`config.mk`:
```
export PLATFORM = sky130hd
export DESIGN_NAME = sbdsr_top
export DESIGN_NICKNAME = d
export VERILOG_FILES = /design/src/common/sbdsr_pkg.sv /design/src/common/sbdsr_evt_if.sv /design/src/logic/sbdsr_top.sv /design/src/logic/sbdsr_drop_counter.sv /design/src/logic/sbdsr_event_capture.sv
export SDC_FILE = /design/constraint.sdc
export NUM_CORES = 1
export LEC_CHECK = 0
export BUFFER_PORTS_ARGS = -buffer_cell sky130_fd_sc_hd__buf_2
export CORE_MARGIN = 1
export CORE_UTILIZATION = 40
export DETAILED_ROUTE_END_ITERATION = 10
export GPL_TIMING_DRIVEN = 0
export HOLD_SLACK_MARGIN = 0.02
export PLACE_DENSITY = 0.64
export SLEW_MARGIN = 20
export SYNTH_ARGS = -nofsm -noshare
export SYNTH_HDL_FRONTEND = slang
export SYNTH_SLANG_ARGS = --single-unit
```
`constraint.sdc`:
```
create_clock -name aclk -period 3.75 [get_ports aclk]
set_input_delay 0.5625 -clock aclk [delete_from_list [all_inputs] [get_ports aclk]]
set_output_delay 0.5625 -clock aclk [all_outputs]
set_load 0.1 [all_outputs]
```
`src/common/sbdsr_pkg.sv`:
```
// Shared constants and types for the switch buffer drop status register block.
// Assumes AXI4-Lite with 32-bit data; registers sit at four times their index.
package sbdsr_pkg;
  localparam int ADDR_W = 16;
  localparam int DATA_W = 32;

  // Register indices; byte address is the index times four
  localparam logic [13:0] IDX_P2_TAG = 14'h1c15;
  localparam logic [13:0] IDX_CNT0 = 14'h1c16;
  localparam logic [13:0] IDX_CNT1 = 14'h1c17;
  localparam logic [13:0] IDX_CNT2 = 14'h1c18;
  localparam logic [13:0] IDX_MASK = 14'h1c20;
  localparam logic [13:0] IDX_STATUS = 14'h1c21;

  // Port 2 default tag fields
  localparam int PRIO_LSB = 12;
  localparam int PRIO_W = 3;
  localparam int VID_LSB = 0;
  localparam int VID_W = 12;
  localparam logic [2:0] PRIO_RST = 3'h0;
  localparam logic [11:0] VID_RST = 12'h000;

  // Interrupt mask
  localparam int MASK_BIT = 0;
  localparam logic MASK_RST = 1'b1;

  // Drop counters
  localparam logic [31:0] CNT_RST = 32'h00000000;

  // Drop status layout
  localparam int A_VALID_BIT = 0;
  localparam int A_PORT_LSB = 1;
  localparam int A_CAUSE_LSB = 3;
  localparam int B_PEND_BIT = 7;
  localparam int B_PORT_LSB = 8;
  localparam int B_CAUSE_LSB = 10;
  localparam int STATUS_W = 14;
  localparam logic [13:0] STATUS_RST = 14'h0000;

  typedef logic [3:0] sbdsr_cause_t;
  typedef logic [1:0] sbdsr_port_t;

  localparam sbdsr_cause_t CAUSE_BCAST_LEVEL = 4'h0;
  localparam sbdsr_cause_t CAUSE_RED = 4'h1;
  localparam sbdsr_cause_t CAUSE_NO_BUF = 4'h2;
  localparam sbdsr_cause_t CAUSE_NO_DESC = 4'h3;
  localparam sbdsr_cause_t CAUSE_NO_DEST = 4'h4;
  localparam sbdsr_cause_t CAUSE_RX_ERR = 4'h5;
  localparam sbdsr_cause_t CAUSE_DROP_LEVEL = 4'h6;
  localparam sbdsr_cause_t CAUSE_YELLOW = 4'h9;

  localparam sbdsr_port_t PORT0 = 2'h0;
  localparam sbdsr_port_t PORT1 = 2'h1;
  localparam sbdsr_port_t PORT2 = 2'h2;

  localparam logic [1:0] RESP_OKAY = 2'h0;
  localparam logic [1:0] RESP_SLVERR = 2'h2;

  function automatic logic sbdsr_hit(input logic [15:0] addr, input logic [13:0] idx);
    return addr[15:2] == idx;
  endfunction

  function automatic logic [31:0] sbdsr_merge(input logic [31:0] old_w,
                                              input logic [31:0] new_w,
                                              input logic [3:0] strb);
    logic [31:0] res;
    res = old_w;
    for (int i = 0; i < 4; i++) begin
      if (strb[i]) begin
        res[8*i +: 8] = new_w[8*i +: 8];
      end
    end
    return res;
  endfunction
endpackage

```
`src/common/sbdsr_evt_if.sv`:
```
// Carrier between the register core and the drop event capture slots.
// All signals are on the core clock; no crossing here.
`timescale 1ns/1ps
interface sbdsr_evt_if;
  logic evt_valid;
  sbdsr_pkg::sbdsr_cause_t evt_cause;
  sbdsr_pkg::sbdsr_port_t evt_port;
  logic rd_clr;
  logic [13:0] status;

  modport core (output evt_valid, output evt_cause, output evt_port, output rd_clr,
                input status);
  modport capture (input evt_valid, input evt_cause, input evt_port, input rd_clr,
                   output status);
endinterface

```
`src/logic/sbdsr_top.sv`:
```
// Register block of the switch buffer manager: port 2 default tag, three
// ingress rate drop counters, interrupt mask and double-buffered drop status.
// Assumes an AXI4-Lite master on aclk and drop strobes from core logic on aclk.
//
// Function
// Port 2 default priority, bits 14:12, R/W
// Port 2 default VLAN ID, bits 11:0
// One rate drop counter per port
// Counters reset zero, clear on read
// Counters saturate at all ones
// Mask bit 0, reset one, blocks interrupts
// Mask never touches status capture
// Two independent capture slots A and B
// Slot A valid bit 0, clear on read
// Slot A cause in bits 6:3
// Source port codes 00, 01, 10
// Slot B pending bit 7, clear on read
// Slot B cause in bits 13:10
// Causes 0000 and 0100 for unknown destination
// Causes 0001 Red, 1001 Yellow
// Causes 0010, 0011, 0110 for resource shortage
// Cause 0101 for long errored packet
// Fill A first, then B, else drop
// Interrupt while a slot set and unmasked
`timescale 1ns/1ps
module sbdsr_top #(
  parameter int CNT_W = 32
) (
  input wire logic aclk,
  input wire logic aresetn,
  input wire logic [15:0] s_axi_awaddr,
  input wire logic [2:0] s_axi_awprot,
  input wire logic s_axi_awvalid,
  output logic s_axi_awready,
  input wire logic [31:0] s_axi_wdata,
  input wire logic [3:0] s_axi_wstrb,
  input wire logic s_axi_wvalid,
  output logic s_axi_wready,
  output logic [1:0] s_axi_bresp,
  output logic s_axi_bvalid,
  input wire logic s_axi_bready,
  input wire logic [15:0] s_axi_araddr,
  input wire logic [2:0] s_axi_arprot,
  input wire logic s_axi_arvalid,
  output logic s_axi_arready,
  output logic [31:0] s_axi_rdata,
  output logic [1:0] s_axi_rresp,
  output logic s_axi_rvalid,
  input wire logic s_axi_rready,
  input wire logic [2:0] rate_drop_pulse,
  input wire logic drop_evt_valid,
  input wire logic [3:0] drop_evt_cause,
  input wire logic [1:0] drop_evt_port,
  output logic [11:0] port2_default_vid,
  output logic [2:0] port2_default_prio,
  output logic buf_irq
);
  if (CNT_W < 1 || CNT_W > 32) begin : g_chk
    $error("CNT_W must be 1 to 32");
  end

  // Write channel state
  logic aw_held_r, w_held_r;
  logic [15:0] aw_addr_r;
  logic [31:0] w_data_r;
  logic [3:0] w_strb_r;
  logic awready_r, wready_r, bvalid_r;
  logic [1:0] bresp_r;

  // Read channel state
  logic arready_r, rvalid_r;
  logic [31:0] rdata_r;
  logic [1:0] rresp_r;

  // Register contents
  logic [2:0] prio_r;
  logic [11:0] vid_r;
  logic mask_r;
  logic irq_r;

  wire logic aw_take = s_axi_awvalid && awready_r;
  wire logic w_take = s_axi_wvalid && wready_r;
  // Write commits once both halves are held and the previous response is gone
  wire logic wr_go = aw_held_r && w_held_r && !bvalid_r;
  wire logic aw_held_nxt = aw_take || (aw_held_r && !wr_go);
  wire logic w_held_nxt = w_take || (w_held_r && !wr_go);
  wire logic bvalid_nxt = wr_go || (bvalid_r && !s_axi_bready);
  wire logic rd_go = s_axi_arvalid && arready_r;
  wire logic rvalid_nxt = rd_go || (rvalid_r && !s_axi_rready);

  // Write decode
  wire logic wr_hit_tag = sbdsr_pkg::sbdsr_hit(aw_addr_r, sbdsr_pkg::IDX_P2_TAG);
  wire logic wr_hit_mask = sbdsr_pkg::sbdsr_hit(aw_addr_r, sbdsr_pkg::IDX_MASK);
  wire logic wr_hit_ro = sbdsr_pkg::sbdsr_hit(aw_addr_r, sbdsr_pkg::IDX_CNT0) ||
                         sbdsr_pkg::sbdsr_hit(aw_addr_r, sbdsr_pkg::IDX_CNT1) ||
                         sbdsr_pkg::sbdsr_hit(aw_addr_r, sbdsr_pkg::IDX_CNT2) ||
                         sbdsr_pkg::sbdsr_hit(aw_addr_r, sbdsr_pkg::IDX_STATUS);
  wire logic wr_mapped = wr_hit_tag || wr_hit_mask || wr_hit_ro;

  wire logic [31:0] tag_word = {17'h00000, prio_r, vid_r};
  wire logic [31:0] tag_merged = sbdsr_pkg::sbdsr_merge(tag_word, w_data_r, w_strb_r);
  wire logic [31:0] mask_merged = sbdsr_pkg::sbdsr_merge({31'h00000000, mask_r},
                                                         w_data_r, w_strb_r);

  // Read decode
  wire logic rd_hit_tag = sbdsr_pkg::sbdsr_hit(s_axi_araddr, sbdsr_pkg::IDX_P2_TAG);
  wire logic rd_hit_mask = sbdsr_pkg::sbdsr_hit(s_axi_araddr, sbdsr_pkg::IDX_MASK);
  wire logic rd_hit_status = sbdsr_pkg::sbdsr_hit(s_axi_araddr, sbdsr_pkg::IDX_STATUS);
  wire logic [2:0] rd_hit_cnt = {sbdsr_pkg::sbdsr_hit(s_axi_araddr, sbdsr_pkg::IDX_CNT2),
                                 sbdsr_pkg::sbdsr_hit(s_axi_araddr, sbdsr_pkg::IDX_CNT1),
                                 sbdsr_pkg::sbdsr_hit(s_axi_araddr, sbdsr_pkg::IDX_CNT0)};
  wire logic rd_mapped = rd_hit_tag || rd_hit_mask || rd_hit_status || (|rd_hit_cnt);

  // Drop counters, indexed by source port code
  logic [CNT_W-1:0] cnt_val [3];
  logic [31:0] cnt_word [3];
  for (genvar p = 0; p < 3; p++) begin : g_cnt
    sbdsr_drop_counter #(.CNT_W(CNT_W)) i_sbdsr_drop_counter (
      .aclk(aclk),
      .aresetn(aresetn),
      .inc(rate_drop_pulse[p]),
      .rd_clr(rd_go && rd_hit_cnt[p]),
      .count(cnt_val[p])
    );
    assign cnt_word[p] = 32'(cnt_val[p]);
  end

  // Drop event capture; the mask is deliberately not routed here
  sbdsr_evt_if evt_bus ();
  assign evt_bus.evt_valid = drop_evt_valid;
  assign evt_bus.evt_cause = drop_evt_cause;
  assign evt_bus.evt_port = drop_evt_port;
  assign evt_bus.rd_clr = rd_go && rd_hit_status;

  sbdsr_event_capture i_sbdsr_event_capture (
    .aclk(aclk),
    .aresetn(aresetn),
    .ev(evt_bus)
  );

  wire logic slot_a_set = evt_bus.status[sbdsr_pkg::A_VALID_BIT];
  wire logic slot_b_set = evt_bus.status[sbdsr_pkg::B_PEND_BIT];

  wire logic [31:0] rd_word =
    rd_hit_tag ? tag_word :
    rd_hit_cnt[0] ? cnt_word[0] :
    rd_hit_cnt[1] ? cnt_word[1] :
    rd_hit_cnt[2] ? cnt_word[2] :
    rd_hit_mask ? {31'h00000000, mask_r} :
    rd_hit_status ? 32'(evt_bus.status) : 32'h00000000;

  always_ff @(posedge aclk) begin
    if (!aresetn) begin
      aw_held_r <= 1'b0;
      w_held_r <= 1'b0;
      awready_r <= 1'b0;
      wready_r <= 1'b0;
      bvalid_r <= 1'b0;
      bresp_r <= sbdsr_pkg::RESP_OKAY;
    end else begin
      aw_held_r <= aw_held_nxt;
      w_held_r <= w_held_nxt;
      awready_r <= !aw_held_nxt;
      wready_r <= !w_held_nxt;
      bvalid_r <= bvalid_nxt;
      if (wr_go) begin
        bresp_r <= wr_mapped ? sbdsr_pkg::RESP_OKAY : sbdsr_pkg::RESP_SLVERR;
      end
    end
  end

  // Payload registers need no reset; they are only used while held
  always_ff @(posedge aclk) begin
    if (aw_take) begin
      aw_addr_r <= s_axi_awaddr;
    end
    if (w_take) begin
      w_data_r <= s_axi_wdata;
      w_strb_r <= s_axi_wstrb;
    end
  end

  always_ff @(posedge aclk) begin
    if (!aresetn) begin
      prio_r <= sbdsr_pkg::PRIO_RST;
      vid_r <= sbdsr_pkg::VID_RST;
      mask_r <= sbdsr_pkg::MASK_RST;
    end else begin
      if (wr_go && wr_hit_tag) begin
        prio_r <= tag_merged[sbdsr_pkg::PRIO_LSB +: sbdsr_pkg::PRIO_W];
        vid_r <= tag_merged[sbdsr_pkg::VID_LSB +: sbdsr_pkg::VID_W];
      end
      if (wr_go && wr_hit_mask) begin
        mask_r <= mask_merged[sbdsr_pkg::MASK_BIT];
      end
    end
  end

  always_ff @(posedge aclk) begin
    if (!aresetn) begin
      arready_r <= 1'b0;
      rvalid_r <= 1'b0;
      rdata_r <= 32'h00000000;
      rresp_r <= sbdsr_pkg::RESP_OKAY;
      irq_r <= 1'b0;
    end else begin
      arready_r <= !rvalid_nxt;
      rvalid_r <= rvalid_nxt;
      if (rd_go) begin
        rdata_r <= rd_word;
        rresp_r <= rd_mapped ? sbdsr_pkg::RESP_OKAY : sbdsr_pkg::RESP_SLVERR;
      end
      irq_r <= (slot_a_set || slot_b_set) && !mask_r;
    end
  end

  assign s_axi_awready = awready_r;
  assign s_axi_wready = wready_r;
  assign s_axi_bvalid = bvalid_r;
  assign s_axi_bresp = bresp_r;
  assign s_axi_arready = arready_r;
  assign s_axi_rvalid = rvalid_r;
  assign s_axi_rdata = rdata_r;
  assign s_axi_rresp = rresp_r;
  assign port2_default_prio = prio_r;
  assign port2_default_vid = vid_r;
  assign buf_irq = irq_r;
endmodule

```
`src/logic/sbdsr_drop_counter.sv`:
```
// Saturating drop counter that clears when software reads it.
// Assumes inc and rd_clr are one-cycle pulses on aclk.
`timescale 1ns/1ps
module sbdsr_drop_counter #(
  parameter int CNT_W = 32
) (
  input wire logic aclk,
  input wire logic aresetn,
  input wire logic inc,
  input wire logic rd_clr,
  output logic [CNT_W-1:0] count
);
  if (CNT_W < 1 || CNT_W > 32) begin : g_chk
    $error("CNT_W must be 1 to 32");
  end

  logic [CNT_W-1:0] count_r;
  logic [CNT_W-1:0] count_nxt;
  wire logic at_max = &count_r;

  // A drop in the read cycle is kept: the read saw the old value
  assign count_nxt = rd_clr ? (inc ? CNT_W'(1) : '0) :
                     (inc && !at_max) ? count_r + CNT_W'(1) : count_r;

  always_ff @(posedge aclk) begin
    if (!aresetn) begin
      count_r <= CNT_W'(sbdsr_pkg::CNT_RST);
    end else begin
      count_r <= count_nxt;
    end
  end

  assign count = count_r;
endmodule

```
`src/logic/sbdsr_event_capture.sv`:
```
// Two capture slots for drop events, cleared together when status is read.
// Assumes evt_valid is a one-cycle pulse per dropped packet.
`timescale 1ns/1ps
module sbdsr_event_capture (
  input wire logic aclk,
  input wire logic aresetn,
  sbdsr_evt_if.capture ev
);
  logic a_valid_r, b_pend_r;
  sbdsr_pkg::sbdsr_cause_t a_cause_r, b_cause_r;
  sbdsr_pkg::sbdsr_port_t a_port_r, b_port_r;

  // A slot being read this cycle counts as free, so an event never loses to the clear
  wire logic a_keep = a_valid_r && !ev.rd_clr;
  wire logic b_keep = b_pend_r && !ev.rd_clr;
  wire logic fill_a = ev.evt_valid && !a_keep;
  wire logic fill_b = ev.evt_valid && a_keep && !b_keep;

  always_ff @(posedge aclk) begin
    if (!aresetn) begin
      a_valid_r <= 1'b0;
      b_pend_r <= 1'b0;
      a_cause_r <= '0;
      b_cause_r <= '0;
      a_port_r <= '0;
      b_port_r <= '0;
    end else begin
      a_valid_r <= fill_a || a_keep;
      b_pend_r <= fill_b || b_keep;
      // Codes are stored as delivered, reserved ones included
      a_cause_r <= fill_a ? ev.evt_cause : (a_keep ? a_cause_r : '0);
      a_port_r <= fill_a ? ev.evt_port : (a_keep ? a_port_r : '0);
      b_cause_r <= fill_b ? ev.evt_cause : (b_keep ? b_cause_r : '0);
      b_port_r <= fill_b ? ev.evt_port : (b_keep ? b_port_r : '0);
    end
  end

  assign ev.status = {b_cause_r, b_port_r, b_pend_r, a_cause_r, a_port_r, a_valid_r};
endmodule

```
* Yosys cells after proc, flatten, opt, wreduce, memory -nomap -nowiden
Index checks and enable logic that the tools add are counted.
** Operators by class
- Add/sub/neg operators :: 3
- Eq/ne operators :: 14
- Mux-type cells :: 25
- Reductions and logical operators :: 63
** Operators with widths (number)
- two-way mux 32 bit :: 10
- == test 14 x 13 -> 1 bit (second input constant) :: 12
- adder 32 x 1 -> 32 bit (second input constant) :: 3
- AND reduction 32 bit :: 3
- two-way mux 14 bit :: 2
- logical AND 1 bit :: 24
- two-way mux 4 bit :: 4
- logical OR 1 bit :: 15
- logical NOT 1 bit :: 14
- two-way mux 2 bit :: 6
- AND reduction 2 bit :: 3
- nonzero test 2 bit :: 3
- inequality test 2 bit (second input constant) :: 2
- two-way mux 1 bit :: 3
- OR reduction 3 bit :: 1
** Word-level totals
- Register bits after elaboration :: 203
- Input bits :: 91
- Output and inout bits :: 57
- Word-level logic and storage cells :: 132

* Depth between registers and ports, before layout
- Depth after elaboration :: 7
- Mapped depth :: 8
- Gate-level depth less buffers :: 7

* Hierarchy
From an unflattened synthesis, not the netlist that was laid out.
** Unflattened totals
- Cell total of the unflattened synthesis :: 1182
- Area, all modules :: 10206.0 sq um
** By module, submodules not included
- sbdsr_drop_counter :: instances 3, cells an instance 202, area each 1689.1 sq um, seq. area each 640.6 sq um
- sbdsr_top :: instances 1, cells an instance 526, area each 4599.4 sq um, seq. area each 2092.0 sq um
- sbdsr_event_capture :: instances 1, cells an instance 50, area each 539.3 sq um, seq. area each 280.3 sq um

* Worst setup path after synthesis
No wires, ideal clock.
- Path type :: register to register
- From :: reg arready_r (netlist: s_axi_arready)
- To :: reg g_cnt[1].i_sbdsr_drop_counter.count_r[5]
- Setup time :: 86 ps
- Arrival time :: 2618 ps
- Required time :: 3664 ps
- Setup slack :: 1046 ps
- Cell stages (with the launch flop) :: 8
- Buffers on the path :: 1
- Period minus slack after synthesis :: 2704 ps
- Path through :: dfxtp_1 > nand2_1 > or2_1 > or3_1 > clkbuf_1 > a21boi_1 > or3b_1 > a221oi_2
** Between the ends
- Cells in the longest elaborated chain, start to end :: 3
- Elaborated cells on any way between the ends :: 4
- Those cells by class :: 1 x mux; 3 x reduce/logical
** RTL lines
- from (decl) :: line sbdsr_top.sv:71 : logic arready_r, rvalid_r;
- from (signal assigned) :: line sbdsr_top.sv:207 : arready_r <= !rvalid_nxt;
- logical AND 1 bit (*) :: line sbdsr_top.sv:88 : wire logic rd_go = s_axi_arvalid && arready_r;
- logical AND 1 bit (*) :: line sbdsr_top.sv:122 : .rd_clr(rd_go && rd_hit_cnt[p]),
- two-way mux 32 bit or nonzero test 2 bit (tied branches)
- to (signal assigned) :: line sbdsr_drop_counter.sv:27 : count_r <= CNT_W'(sbdsr_pkg::CNT_RST);
- to (signal assigned) :: line sbdsr_drop_counter.sv:29 : count_r <= count_nxt;
- to (decl) :: line sbdsr_drop_counter.sv:17 : logic [CNT_W-1:0] count_r;
Every way passes the cells marked *; elsewhere a longest branch is shown, timed or not.
A chain may end at the register's enable or synchronous reset.

* Worst setup path after layout
- From :: in s_axi_araddr[9]
- To :: reg rdata_r[14] (netlist: s_axi_rdata[14])
** Between the ends
- Cells in the longest elaborated chain, start to end :: 5
- Elaborated cells on any way between the ends :: 8
- Those cells by class :: 4 x eq/ne; 4 x mux
** RTL lines
- from (decl) :: line sbdsr_top.sv:42 : input wire logic [15:0] s_axi_araddr,
- == test 14 x 13 -> 1 bit :: line sbdsr_pkg.sv:60 : return addr[15:2] == idx;
- two-way mux 32 bit :: line sbdsr_top.sv:148 : rd_hit_cnt[2] ? cnt_word[2] :
- two-way mux 32 bit :: line sbdsr_top.sv:147 : rd_hit_cnt[1] ? cnt_word[1] :
- two-way mux 32 bit :: line sbdsr_top.sv:146 : rd_hit_cnt[0] ? cnt_word[0] :
- two-way mux 32 bit (*) :: line sbdsr_top.sv:145 : rd_hit_tag ? tag_word :
- to (signal assigned) :: line sbdsr_top.sv:210 : rdata_r <= rd_word;
- to (decl) :: line sbdsr_top.sv:72 : logic [31:0] rdata_r;
Marked as above.

==> summary.txt <==
Status
  – Status: finished clean

Logic synthesis
  – Yosys reg bits: slightly below 200
  – Syn Std Cell Area: slightly above 9000 sq um
  – Post-synthesis async set-or-reset flop share: 0%
  – Most area-consuming cells after synthesis: dfxtp_1, edfxtp_1, nor2_1
  – Synth unique cells: 68
  – Number of flops mapped to enable cells by yosys: 31
  – Syn Area/Cell: between 9 and 10 sq um
  – Top-count cell post-synth: dfxtp_1
  – Post-synth top cells: dfxtp_1, nor2_1, nand2_1
  – Syn Inst Count: approximately 1000
  – Share of the yosys chip area belonging to registers: between 40% and 50%
  – Synth Flop Type: dfxtp_1
  – Post-synth top area share: 36.6%
  – Dominant cell type by area after synthesis: dfxtp_1
  – Number of synthesis warnings: 0

Global routing
  – Grt ovf: 0
  – Vias in the first global route: approximately 7500
  – First-pass GRT wire length: between 40000 and 50000 um
  – Largest net degree at the start of global routing: 23
  – Aggregate global-route resource usage: approximately 22%
  – Initial antenna violation count: 3

Placed design
  – HPWL Detailed: slightly below 20000 um
  – Global placement routability congestion: a little over 0.9
  – Placed inst area: approximately 10000 sq um
  – IO buf count: 115

Worst setup path
  – Worst reg-to-reg path cell count: 7
  – Crit path DAT: between 3000 and 4000 ps
  – Critical R2R Launch: g_cnt[2].i_sbdsr_drop_counter.count[0]$_SDFFE_PN0P_
  – Worst Setup Start Kind: primary input
  – CP Capture Type: register
  – Critical Path RT: ~4200 ps
  – R2r endpoint: g_cnt[2].i_sbdsr_drop_counter.count[3]$_SDFFE_PN0P_
  – CP Max Fanout: 10
  – Worst Path Class, Setup: primary input to register
  – R2r setup slk: 1010 ps

Timing
  – Fin Clk Skew: between 10 and 15 ps
  – Worst-Margin Slew: 887 ps
  – Slew Limit Fails: 0
  – Post-layout min period: around 2800 ps
  – RSZ-0062 raised after global routing: no
  – Hold Violations, Final: 0
  – Final Cycle Share: approximately three quarters
  – Slew headroom: around two fifths
  – Final setup violation count: 0
  – Setup TNS: 0 ps
  – Max frequency: between 300 and 400 MHz

Clock network
  – # resized after CTS: 0
  – CTS clk-pin slew, worst paths: around 80 ps
  – Worst-Skew Late Latency: 450 ps
  – CTS tree: yes
  – Clock Tree Root: clkbuf_16
  – CTS sink count: slightly below 200
  – H-tree levels: 4
  – Clk buf depth: 2
  – Postcts setup bufs: 0
  – CTS buffer count: 17
  – Hold_buf cts: 0

Die
  – Initial Util: 40.8%
  – Total core area: ~23000 sq um
  – Chip height: between 150 and 200 um
  – Chip width: about 150 um
  – Die area: roughly 24000 sq um
  – Top Ports: 148
  – # rows: 55

Route
  – Via count: between 8000 and 9000
  – Routed wire length per instance: 17.8 um
  – Drt total wl: between 20000 and 30000 um
  – DRT Pass-1 Iters: 5
  – DRC Markers: 0
  – Starting DRT DRC Count: between 500 and 600
  – Antenna Nets Post-Route: 0
  – Vias/cell: 5.66

Worst hold path
  – Hold/Removal Path Class: primary input to register
  – Hold Crit Depth: 1
  – Worst Hold Path EP: w_data_r[1]$_DFFE_PP_
  – Hold path startpoint: s_axi_wdata[1]

Power and ir drop
  – VDD IR max: roughly 0.26 mV
  – Leak: around 3.8 nW
  – Power per cell area: between 400 and 500 nW/um^2

Layout
  – Design area: about 11000 sq um
  – Nets: approximately 1200
  – Fraction of layout cells with a size suffix above 1: around 15%
  – Synth-to-layout area growth: 17.0%

Run
  – Max Cap Viol: 0
per-layer routing:
metal | global-route usage (%) | part of all wire (%) | vias up
li1 | - | - | 4024
met1 | 31.8 | 48 | 3887
met2 | 33.8 | 44 | 283
met3 | 5.13 | 6.5 | 35
met4 | 6.24 | 1.7 | 2
met5 | 0 | 0.050 | -
layout make-up:
cell class,instances,area (sq um)
fill,2145,11800
buffer,54,221
multi-input combinational,753,4640
tap,285,357
sequential,199,4290
clock inverter,15,194
clock buffer,17,425
timing repair buffer,115,576
antenna,2,5.00
inverter,15,56.3
kinds of logic (layout without fill, tap and decap cells):
| family | after synthesis | after routing | synth area share, % |
|---|---|---|---|
| simple gates | 457 | 457 | 26.3 |
| compound gates | 216 | 216 | 16.1 |
| flops | 199 | 199 | 46.7 |
| buf+inv | 69 | 216 | 3.02 |
| xor+xnor | 54 | 54 | 5.14 |
| mux | 21 | 21 | 2.28 |
| fa+ha+maj | 3 | 3 | 0.408 |
| other cells | 1 | 4 | 0.0408 |
layout by cell type (no fill, tap or decap), types with 9 or more instances in the layout:
| master | netlist | layout |
|---|---|---|
| clkbuf_1 | 44 | 44 |
| mux2i_1 | 21 | 21 |
| nand3_1 | 38 | 38 |
| nor3_1 | 24 | 24 |
| dfxtp_1 | 168 | 168 |
| nor2_1 | 115 | 115 |
| xor2_1 | 30 | 30 |
| nand4_1 | 40 | 40 |
| buf_2 | 6 | 121 |
| o21ai_0 | 50 | 50 |
| inv_1 | 15 | 15 |
| o31ai_1 | 19 | 19 |
| and2_1 | 29 | 29 |
| xnor2_1 | 24 | 24 |
| and4_1 | 12 | 12 |
| nor4_1 | 10 | 9 |
| nand2b_1 | 9 | 9 |
| a21oi_1 | 48 | 48 |
| a21boi_0 | 9 | 9 |
| a22o_1 | 20 | 20 |
| a221oi_1 | 31 | 31 |
| nor2b_1 | 21 | 21 |
| nand2_1 | 86 | 86 |
| edfxtp_1 | 31 | 31 |
| and3_1 | 20 | 20 |
| clkbuf_16 | 0 | 17 |
| or3_1 | 21 | 21 |
worst max path at each step:
| stage | cells after the start | start | end |
|---|---|---|---|
| 6_report | 9 | s_axi_araddr[9] | s_axi_rdata[14]$_SDFFE_PN0P_ |
| 5_1_grt | 9 | s_axi_araddr[9] | s_axi_rdata[14]$_SDFFE_PN0P_ |
| 4_1_cts | 7 | g_cnt[2].i_sbdsr_drop_counter.count[0]$_SDFFE_PN0P_ | g_cnt[2].i_sbdsr_drop_counter.count[6]$_SDFFE_PN0P_ |
| 3_5_place_dp | 8 | s_axi_araddr[9] | s_axi_rdata[6]$_SDFFE_PN0P_ |
| 3_3_place_gp | 9 | s_axi_araddr[9] | s_axi_rdata[14]$_SDFFE_PN0P_ |
| 2_1_floorplan | 7 | s_axi_arready$_SDFF_PN0_ | g_cnt[1].i_sbdsr_drop_counter.count[5]$_SDFFE_PN0P_ |
critical path, cell delays in order:
cell,delay (ps)
buf_2,120
nor4b_4,540
nand3_2,290
nor2b_1,200
clkbuf_1,410
clkbuf_1,480
a221oi_1,140
nor3_1,310
o21a_1,150
state kept, by name, summed over array words and instances, names as in the netlist:
name,cells
i_sbdsr_event_capture.b_cause_r,4
s_axi_bresp,1
w_data_r,15
s_axi_wready,1
s_axi_rresp,1
i_sbdsr_event_capture.b_pend_r,1
s_axi_awready,1
i_sbdsr_event_capture.a_port_r,2
s_axi_rvalid,1
buf_irq,1
w_strb_r,2
s_axi_rdata,32
s_axi_bvalid,1
w_held_r,1
i_sbdsr_event_capture.a_cause_r,4
i_sbdsr_event_capture.b_port_r,2
port2_default_prio,3
g_cnt.i_sbdsr_drop_counter.count,96
s_axi_arready,1
port2_default_vid,12
mask_r,1
i_sbdsr_event_capture.a_valid_r,1
aw_addr_r,14
aw_held_r,1
through the flow:
stage / total power [mW] / std cells / hold WS (ps) / worst slack [ps] / utilization [%]
2_1_floorplan: 2.42 / 1021 / 418 / 1050 / -
3_3_place_gp: 2.52 / 1421 / 454 / 584 / 44.9
3_5_place_dp: 2.52 / 1421 / 464 / 598 / 44.9
4_1_cts: 4.40 / 1453 / 269 / 1030 / 47.7
5_1_grt: 4.52 / 1453 / 263 / 846 / 47.7
6_report: 4.38 / 1455 / 286 / 914 / 47.7
report_power, final:
part | switching, mW | internal (mW) | total, mW | leakage (nW)
Clock | 0.983 | 0.920 | 1.90 | 0.300
Combinational | 0.178 | 0.0698 | 0.248 | 1.82
Sequential | 0.0242 | 2.20 | 2.23 | 1.64
(Power assumes the default switching activity.)
